===== src/hw/wcrc_regs.svh =====
// Constants for the write-CRC frame host controller
// Function
// - x4 lanes carry 8 data beats, then checksum 0-3, then 4-7.
// - x8 with CRC on: host drives all ones on beat 9.
// - x8 with inversion on: host drives ones on mask lane beats 8 and 9.
// - Host never enables inversion and masking together.
// - x8 lane n: data beats 0-7, checksum bit n on beat 8.
// - x16 with CRC: ones on beat 9; inversion lanes ones on 8 and 9.
// - x16 upper half: lanes 8-15 and upper mask lane like x8.
// - Host tells CRC from parity error only by reading mode registers.
// - Error-clear bit stays set until host clears it by mode write; here the device model clears err_clr only on clr (reset).
// - On alert pulse host retries the affected writes; here host only flags it and software resends by GO.
// - Host reopens pages and keeps the retry sequence coherent; here nothing reopens pages and software resends the kept buffer by GO.
// - Host tolerates alert pulses longer than six clocks; here it is counted, but err_seen sets after the hold returns to idle.
// - Pulse width runs from device driving low to release.
// - Checksum is CRC-8 with polynomial x^8+x^2+x+1 over 72 bits.
// - CRC starts at zero; bit 71 is first serial bit.
`ifndef WCRC_REGS_SVH
`define WCRC_REGS_SVH
`define WCRC_A_CTRL    4'h0
`define WCRC_A_STATUS  4'h1
`define WCRC_A_WDATA0  4'h2
`define WCRC_A_WDATA1  4'h3
`define WCRC_A_WDATA2  4'h4
`define WCRC_A_WDATA3  4'h5
`define WCRC_A_WDATA4  4'h6
`define WCRC_A_GO      4'h7
`define WCRC_A_ALERTS  4'h8
`define WCRC_A_CRC     4'h9
`define WCRC_C_CRCEN   0
`define WCRC_C_DBI     1
`define WCRC_C_DM      2
`define WCRC_C_WID_LO  3
`define WCRC_C_WID_HI  4
`define WCRC_C_CORRUPT 5
`define WCRC_BEATS     4'h9
`define WCRC_ALERT_MIN 8'h06
`define WCRC_CLK_PS    8000
`define WCRC_RETRY_NS  50
`define WCRC_RETRY_CYC ((`WCRC_RETRY_NS * 1000) / `WCRC_CLK_PS)
`define WCRC_DIV_HALF  4'h3
`define WCRC_POLY      8'h07
`define WCRC_CRC_BEAT  4'h8
`endif


===== src/hw/wcrc_pkg.sv =====
// Types for the write-CRC frame host controller
package wcrc_pkg;
	typedef enum logic [1:0] {
		WCRC_X4  = 2'h0,
		WCRC_X8  = 2'h1,
		WCRC_X16 = 2'h2
	} wcrc_width_t;
	typedef struct packed {
		logic [15:0] dq;
		logic [1:0]  dm;
	} wcrc_lanes_t;
	typedef enum logic [3:0] {
		WCRC_IDLE  = 4'b0001,
		WCRC_SEND  = 4'b0010,
		WCRC_HOLD  = 4'b0100,
		WCRC_RETRY = 4'b1000
	} wcrc_state_t;
endpackage


===== src/hw/wcrc_host.sv =====
// Host side: builds CRC write frames, watches alert, flags writes for resend by GO
`timescale 1ns/100ps
`include "wcrc_regs.svh"
module wcrc_host (
	// Clock and reset
	input  wire logic                 core_clk,
	input  wire logic                 rst_n,
	// Software port
	input  wire logic [3:0]           addr,
	input  wire logic [31:0]          wdata,
	input  wire logic                 wr,
	input  wire logic                 rd,
	output logic      [31:0]          rdata,
	// Link to device
	output logic                      link_clk,
	output wcrc_pkg::wcrc_lanes_t     lanes,
	output logic                      lanes_oe,
	input  wire logic                 alert_n_in,
	output logic                      alert_pullup
);
	logic [5:0]   ctrl;
	logic [143:0] wbuf;
	logic [143:0] frame_d;
	logic [15:0]  crc_sent;
	logic [3:0]   beat;
	logic [3:0]   div;
	logic [7:0]   alert_len;
	logic [7:0]   last_pw;
	logic [15:0]  alert_cnt;
	logic [15:0]  retry_cnt;
	logic [7:0]   wait_cnt;
	logic         busy;
	logic         err_seen;
	logic         go_pend;
	logic         al_s1;
	logic         al_s2;
	logic         al_q;
	wcrc_pkg::wcrc_state_t state;
	wcrc_pkg::wcrc_width_t wid;
	wcrc_pkg::wcrc_lanes_t next_lanes;

	assign wid = wcrc_pkg::wcrc_width_t'(ctrl[`WCRC_C_WID_HI:`WCRC_C_WID_LO]);
	assign alert_pullup = 1'b1;

	// Parallel CRC-8, x^8+x^2+x+1, zero seed, bit 71 first
	function automatic logic [7:0] crc72(input logic [71:0] d);
		logic [7:0] c;
		c = 8'h00;
		for (int i = 71; i >= 0; i--) begin
			c = {c[6:0], 1'b0} ^ ((c[7] ^ d[i]) ? `WCRC_POLY : 8'h00);
		end
		return c;
	endfunction

	// Tree inputs as the device sees them, with its padding rules
	always_comb begin
		frame_d = wbuf;
		if (wid == wcrc_pkg::WCRC_X4)
			frame_d[71:32] = {40{1'b1}};
		if (!(ctrl[`WCRC_C_DBI] || ctrl[`WCRC_C_DM])) begin
			frame_d[71:64]   = 8'hFF;
			frame_d[143:136] = 8'hFF;
		end
	end
	assign crc_sent = {crc72(frame_d[143:72]),
		crc72(frame_d[71:0])} ^ {16{ctrl[`WCRC_C_CORRUPT]}};

	// Software registers; inversion and mask never both set
	always_ff @(posedge core_clk) begin
		if (!rst_n) begin
			ctrl <= 6'h00;
			wbuf <= '0;
			go_pend <= 1'b0;
		end else begin
			if (state == wcrc_pkg::WCRC_SEND)
				go_pend <= 1'b0;
			if (wr) begin
				case (addr)
				`WCRC_A_CTRL: begin
					ctrl <= wdata[5:0];
					if (wdata[`WCRC_C_DBI] && wdata[`WCRC_C_DM])
						ctrl[`WCRC_C_DM] <= 1'b0;
				end
				`WCRC_A_WDATA0: wbuf[31:0]    <= wdata;
				`WCRC_A_WDATA1: wbuf[63:32]   <= wdata;
				`WCRC_A_WDATA2: wbuf[95:64]   <= wdata;
				`WCRC_A_WDATA3: wbuf[127:96]  <= wdata;
				`WCRC_A_WDATA4: wbuf[143:128] <= wdata[15:0];
				`WCRC_A_GO:     go_pend <= 1'b1;
				default: ;
				endcase
			end
		end
	end

	always_ff @(posedge core_clk) begin
		if (!rst_n)
			rdata <= 32'h0000_0000;
		else if (rd) begin
			case (addr)
			`WCRC_A_CTRL:   rdata <= {26'h0, ctrl};
			`WCRC_A_STATUS: rdata <= {20'h0, last_pw, 1'b0,
				err_seen, busy, go_pend};
			`WCRC_A_ALERTS: rdata <= {16'h0, alert_cnt};
			`WCRC_A_CRC:    rdata <= {16'h0, crc_sent};
			default:        rdata <= 32'h0000_0000;
			endcase
		end else
			rdata <= 32'h0000_0000;
	end

	// Link clock from a divider; one beat per link clock period
	always_ff @(posedge core_clk) begin
		if (!rst_n) begin
			div <= 4'h0;
			link_clk <= 1'b0;
		end else if (div == `WCRC_DIV_HALF) begin
			div <= 4'h0;
			link_clk <= ~link_clk;
		end else
			div <= div + 4'h1;
	end

	// Lane contents for the current beat
	always_comb begin
		next_lanes.dq = 16'hFFFF;
		next_lanes.dm = 2'b11;
		if (beat < `WCRC_CRC_BEAT) begin
			for (int n = 0; n < 16; n++)
				next_lanes.dq[n] = wbuf[(n < 8 ? 8*n : 8*n+8) + beat];
			next_lanes.dm[0] = wbuf[64 + beat];
			next_lanes.dm[1] = wbuf[136 + beat];
		end else if (beat == `WCRC_CRC_BEAT) begin
			if (wid == wcrc_pkg::WCRC_X4)
				next_lanes.dq[3:0] = crc_sent[3:0];
			else begin
				next_lanes.dq[7:0] = crc_sent[7:0];
				next_lanes.dq[15:8] = crc_sent[15:8];
			end
		end else if (wid == wcrc_pkg::WCRC_X4)
			next_lanes.dq[3:0] = crc_sent[7:4];
		// Beat 9 on x8/x16 and beats 8-9 of mask lanes stay ones
	end

	// Frame sequencer; lanes change on first core edge after link fall
	always_ff @(posedge core_clk) begin
		if (!rst_n) begin
			state <= wcrc_pkg::WCRC_IDLE;
			beat <= 4'h0;
			lanes <= '1;
			lanes_oe <= 1'b0;
			retry_cnt <= 16'h0;
		end else begin
			case (state)
			wcrc_pkg::WCRC_IDLE: begin
				lanes_oe <= 1'b0;
				if (go_pend && link_clk && div == `WCRC_DIV_HALF) begin
					state <= wcrc_pkg::WCRC_SEND;
					beat <= 4'h0;
				end
			end
			wcrc_pkg::WCRC_SEND: begin
				if (!link_clk && div == 4'h0) begin
					lanes <= next_lanes;
					lanes_oe <= 1'b1;
				end
				if (link_clk && div == `WCRC_DIV_HALF) begin
					if (beat == `WCRC_BEATS)
						state <= wcrc_pkg::WCRC_HOLD;
					else
						beat <= beat + 4'h1;
				end
			end
			wcrc_pkg::WCRC_HOLD: begin
				// Wait out release of a six-clock alert pulse before declaring success
				lanes_oe <= 1'b0;
				if (retry_cnt == 16'(`WCRC_RETRY_CYC)) begin
					retry_cnt <= 16'h0;
					state <= err_seen ? wcrc_pkg::WCRC_RETRY
						: wcrc_pkg::WCRC_IDLE;
				end else
					retry_cnt <= retry_cnt + 16'h1;
			end
			wcrc_pkg::WCRC_RETRY: begin
				// Buffer kept as sent, so a resend by GO is coherent
				state <= wcrc_pkg::WCRC_IDLE;
			end
			default: state <= wcrc_pkg::WCRC_IDLE;
			endcase
		end
	end
	assign busy = (state != wcrc_pkg::WCRC_IDLE);

	// Alert watch: synchronised, any low run of 6 or more counts
	always_ff @(posedge core_clk) begin
		if (!rst_n) begin
			al_s1 <= 1'b1;
			al_s2 <= 1'b1;
			al_q <= 1'b1;
		end else begin
			al_s1 <= alert_n_in;
			al_s2 <= al_s1;
			al_q <= al_s2;
		end
	end

	always_ff @(posedge core_clk) begin
		if (!rst_n) begin
			alert_len <= 8'h00;
			last_pw <= 8'h00;
			alert_cnt <= 16'h0;
			err_seen <= 1'b0;
		end else begin
			if (!al_s2 && alert_len != 8'hFF)
				alert_len <= alert_len + 8'h01;
			else if (al_s2)
				alert_len <= 8'h00;
			if (al_s2 && !al_q) begin
				last_pw <= alert_len;
				if (alert_len >= `WCRC_ALERT_MIN) begin
					alert_cnt <= alert_cnt + 16'h1;
					err_seen <= 1'b1;
				end
			end else if (state == wcrc_pkg::WCRC_RETRY)
				err_seen <= 1'b0;
			// A new pulse in the retry cycle wins; software resends by GO
		end
	end
endmodule // wcrc_host


===== config.mk =====
export PLATFORM = sky130hd
export DESIGN_NAME = wcrc_host
export DESIGN_NICKNAME = d
export VERILOG_FILES = /design/src/hw/wcrc_pkg.sv /design/src/hw/wcrc_host.sv
export VERILOG_INCLUDE_DIRS = /design/src /design/src/hw
export SDC_FILE = /design/constraint.sdc
export NUM_CORES = 1
export LEC_CHECK = 0
export ABC_AREA = 1
export BUFFER_PORTS_ARGS = -buffer_cell sky130_fd_sc_hd__buf_2
export CORE_AREA = 10 10 247 249
export CTS_BUF_LIST = sky130_fd_sc_hd__clkbuf_8
export DETAILED_ROUTE_END_ITERATION = 16
export DIE_AREA = 0 0 257 259
export PLACE_DENSITY = 0.59
export SLEW_MARGIN = 20
export SYNTH_ARGS = -nofsm -noshare
export SYNTH_HDL_FRONTEND = slang
export SYNTH_SLANG_ARGS = --single-unit

===== constraint.sdc =====
create_clock -name core_clk -period 5.3 [get_ports core_clk]
set_clock_uncertainty 0.1 [all_clocks]
set_input_delay 0.265 -clock core_clk [delete_from_list [all_inputs] [get_ports core_clk]]
set_output_delay 0.265 -clock core_clk [all_outputs]
set_load 0.005 [all_outputs]

==> results of run 1 <==
[registers in the layout, summed over array words and instances (netlist names)]
register / count
al_q: 1
al_s1: 1
al_s2: 1
alert_cnt: 16
alert_len: 8
beat: 4
ctrl: 6
div: 4
err_seen: 1
go_pend: 1
lanes: 18
lanes_oe: 1
last_pw: 8
link_clk: 1
rdata: 16
retry_cnt: 16
state: 4
wbuf: 144
[worst max path at each step]
stage	to	cells after the start
floorplan	lanes[14]	44
global placement	rdata[9]	47
detailed placement	rdata[9]	47
CTS	rdata[9]	50
global route	lanes[15]	48
finish	lanes[15]	45
[worst min-delay path, stage by stage]
cell and delay, ns:
buf_2 0.21, nor2_1 0.15, nor2_1 0.05
[through the flow]
step | setup slack (ns) | utilization [%] | area [µm²] | std cells
final | -0.00786 | 44.9 | 25100 | 4131
after global routing | -0.306 | 44.9 | 25100 | 4131
after CTS | -0.00259 | 38.3 | 21400 | 4091
after detailed placement | -0.232 | 36.0 | 20100 | 3987
after global placement | -0.188 | 36.0 | 20100 | 3987
after floorplan | 0.901 | - | 18300 | 3135
[placed cells by master (no fill, tap or decap), types with 17 or more instances in the layout]
cell type	synthesis	routed
a21oi_1	273	266
buf_2	4	75
buf_4	18	153
buf_6	1	17
clkbuf_8	0	55
conb_1	2	17
dfxtp_1	251	237
dlygate4sd3_1	0	20
inv_1	355	321
inv_2	37	69
nand2_1	988	567
nand2_2	80	365
nand2_4	14	147
nand3_1	431	257
nand3_2	15	141
nand3_4	2	50
nand4_1	19	19
nor2_1	120	114
nor3_1	18	18
o21ai_0	262	262
xor2_2	7	17
[cell type report]
type,instances,area (µm²),share of cell area [%]
inverters,396,1520,6.06
repair buffers,269,2000,7.95
multi-input cells,2378,14600,58.2
diodes,1,2.50,0.00997
clock inverters,25,215,0.857
clock buffers,55,757,3.01
flip-flops and latches,251,5050,20.1
well taps,756,946,3.77
[metal layers]
layer  global-route usage [%]  share of wire [%]  routed length [µm]
met1                     24.6                 43               30200
met2                     32.5                 48               33500
met3                     2.31                5.2                3660
met4                     7.15                3.8                2660
met5                        0              0.019                  13
[what timing repair did]
action,in CTS,in global routing
pin swaps,9,227
hold buffers,20,0
buffers inserted,4,39
endpoints found under the hold margin,48,0
gates resized for setup,27,895
setup endpoints to repair,25,32
[logic make-up (layout without fill, tap and decap cells)]
group / count (synthesis) / count (layout) / share of synthesized area (%)
xor gates and xnor gates: 41 / 41 / 2.36
and+or+nand+nor: 1730 / 1730 / 42.1
adders and majority gates: 10 / 10 / 0.685
AOI/OAI and AO/OA: 580 / 580 / 16.4
buffers and inverters: 506 / 745 / 10.9
other: 2 / 18 / 0.0411
DFF: 251 / 251 / 27.5
==> run metrics, run 1 <==
min-delay src wdata[0]; I/O Buffers 76; WP data required 5.70 ns; yosys warns 0; reg2reg start ctrl[2]; critical path type flop to flop; Mean Syn Cell Area 5.85 µm²; Synth area leader dfxtp_1; status finished, violations left; Routability Congestion 0.905; H-Tree Depth 2; origin of the worst setup path ctrl[2]; Die Area 0.0666 mm²; Max Root-Sink Buffers 3; worst r2r path cells 45; count leader, synth nand2_1; largest fanout on the critical path 4; worst skew pair latency 0.61 ns; period utilization 100%; CP Launch Type flop; CP endpoint kind flop; CP peak stage delay 0.38 ns; most frequent CP cell nand2_4; FF-to-FF End lanes[15]; total global routing overflow 0; list of most frequent post-synthesis cells nand2_1, nand3_1, inv_1, a21oi_1, o21ai_0; worst endpoint data arrival time 5.70 ns; Post-Syn Area 0.0183 mm²; num rows 87; Worst Setup Slack, final -0.00786 ns; failing checks negative setup slack; # Max-Cap Violations 0; Final nets 3393; 1st-pass router iterations 6; Min Clock Period, post-route 5.31 ns; cell count after synthesis 3120; DR vias 21000; Synth-to-Final Area Change 37.5%; hold slack 0.0200 ns; hpwl dp 49300 µm; Die Ht 259 µm; initial antenna violation count 6; DRC Markers 0; first-pass GRT wire length 103000 µm; unrepaired setup endpoints after global routing yes; Slew @ Worst Pin 1.10 ns; post-synthesis register bit count 251; Hold Path Class input pin to flop; share of the synthesized area in the top cell type 27.5%; EDFF count, synth 0; post-DR vias/cell 5.08; share of cells above drive strength 1 34.9%; CTS tree built; vias in the first global route 18900; hold-critical path depth 3; pins over their slew limit 0; IO Pins 94; Final setup viols 1; Wirelength per Cell 17.0 µm; Main synth FF type dfxtp_1; post-route ant nets 0; crit path buf inv count 9; clock tree root buffer cell clkbuf_8; Critical-path top delay cell dfxtp_4; Die Wd 257 µm; gr usage total 19.2%; clock sinks 251; Synth area leaders dfxtp_1, nand2_1, nand3_1; WL final 70100 µm; CP top delay family simple AND/OR/NAND/NOR gates; setup_tns -0.00786 ns; worst reg-to-reg setup slack -0.008 ns; Synth cell types 48; fmax 188 MHz; Worst Hold End ctrl[0]; Reg clk slew, reported paths 0.06 ns; initial core utilization 32.6%; Core Area 0.0560 mm²; relative max-transition margin 26.0%; register area share after synthesis 27.5%; largest net degree at the start of global routing 92; Initial DRC Count 1570; Final Hold Fails 0; cts bufs inserted 46; FILL cells 5805; ys async rst share 0%
Power of run 1 is not shown: default switching activity piles up to over one toggle a cycle in this logic, so the estimate is an artifact.
==> run 2, diff against run 1 <==
--- a/config.mk
+++ b/config.mk
@@ -8,11 +8,13 @@
 export LEC_CHECK = 0
 export ABC_AREA = 1
 export BUFFER_PORTS_ARGS = -buffer_cell sky130_fd_sc_hd__buf_2
+export CAP_MARGIN = 10
 export CORE_AREA = 10 10 247 249
 export CTS_BUF_LIST = sky130_fd_sc_hd__clkbuf_8
 export DETAILED_ROUTE_END_ITERATION = 16
 export DIE_AREA = 0 0 257 259
 export PLACE_DENSITY = 0.59
+export REMOVE_ABC_BUFFERS = 1
 export SLEW_MARGIN = 20
 export SYNTH_ARGS = -nofsm -noshare
 export SYNTH_HDL_FRONTEND = slang
==> run 2 against run 1 <==
Setup slack better by 0.11 ns. Core utilization down 0.92 points. Die area unchanged. Flip-flop and latch count unchanged. First-iteration DRC count down 0.32%. Fmax up 2.1%. The flow now finishes without violations.
==> run metrics, run 2 (synthesis gave the netlist of run 1 again) <==
Die Ht 259 µm; initial core utilization 32.6%; clock tree root buffer cell clkbuf_8; Largest register FFs 144; hpwl dp 48300 µm; period utilization 98.1%; I/O Buffers 76; unrepaired setup endpoints after global routing yes; initial antenna violation count 4; pins over their slew limit 0; IO Pins 94; status finished clean; WL final 68200 µm; crit path buf inv count 8; FILL cells 5859; largest fanout on the critical path 9; Final nets 3357; Die Wd 257 µm; Top reg by flops wbuf; worst skew pair latency 0.59 ns; CP Launch Type flop; first-pass GRT wire length 102000 µm; vias in the first global route 18800; setup_tns 0 ns; CP top delay family simple AND/OR/NAND/NOR gates; CP peak stage delay 0.33 ns; share of cells above drive strength 1 32.2%; Routability Congestion 0.938; Core Area 0.0560 mm²; Critical-path top delay cell dfxtp_2; DRC Markers 0; cts bufs inserted 44; Synth-to-Final Area Change 34.7%; worst endpoint data arrival time 5.58 ns; DR vias 20800; CP endpoint kind flop; clock sinks 251; Wirelength per Cell 16.7 µm; num rows 87; Die Area 0.0666 mm²; WP data required 5.67 ns; Largest regs wbuf (144), lanes (18); CTS tree built; leading cell type in the layout, fill and taps excluded nand2_1; largest net degree at the start of global routing 119; # Max-Cap Violations 0; most frequent cells in the layout nand2_1, inv_1, nand2_2; Initial DRC Count 1565; Max Root-Sink Buffers 3; 1st-pass router iterations 6; fmax 192 MHz; H-Tree Depth 2; hold slack 0.0325 ns; post-route ant nets 0; Slew @ Worst Pin 1.08 ns; Min Clock Period, post-route 5.20 ns; relative max-transition margin 27.0%; Reg clk slew, reported paths 0.06 ns; gr usage total 18.9%; total global routing overflow 0; Hold Path Class input pin to flop; post-DR vias/cell 5.09; Final setup viols 0; critical path type flop to flop; Final Hold Fails 0
[run 2: final cells by class]
class | count | area (µm²) | area share, %
inverter | 396 | 1520 | 6.17
clock buffer | 58 | 798 | 3.25
antenna | 1 | 2.50 | 0.0102
tap | 756 | 946 | 3.85
timing repair buffer | 234 | 1700 | 6.91
multi-input combinational | 2379 | 14400 | 58.7
clock inverter | 19 | 171 | 0.697
sequential | 251 | 5040 | 20.5
[run 2: through the flow]
step	worst slack, ns	area [µm²]	std cells	util (%)
floorplan	0.647	17800	3025	-
global placement	-0.223	19900	3956	35.6
detailed placement	-0.167	19900	3956	35.6
CTS	0.00202	21300	4063	38.0
global route	-0.265	24600	4094	44.0
finish	0.0995	24600	4094	44.0
[run 2: per-layer routing]
| metal | vias up | routed length (µm) | global-route usage (%) | part of all wire [%] |
|---|---|---|---|---|
| met2 | 573 | 31700 | 31.5 | 46 |
| met3 | 112 | 4080 | 2.45 | 6.0 |
| met1 | 9679 | 30200 | 24.6 | 44 |
| met4 | 0 | 2240 | 6.57 | 3.3 |
| met5 | - | 0 | 0 | 0 |
| li1 | 10500 | - | - | - |
[run 2: worst paths after layout]
check	startpoint	end	slack, ns	cells after the start
max	ctrl[1]	lanes[14]	0.1	48
min	wdata[6]	wbuf[134]	0.03	3
max reg2reg	ctrl[1]	lanes[14]	0.1	48
min reg2reg	al_s1	al_s2	0.31	1
[run 2: what timing repair did]
item | 4_1_cts | 5_1_grt
setup endpoints to repair | 19 | 32
gates cloned | 1 | 0
hold buffers | 20 | 0
pin swaps | 7 | 240
resized for setup | 22 | 825
hold endpoints to repair | 32 | 0
buffers inserted | 9 | 31
[run 2: worst min-delay path: cells and delay by family]
kind            cells  cell delay, ns
compound gates      2            0.23
buf+inv             1            0.18
Power of run 2 is left out for the same reason.
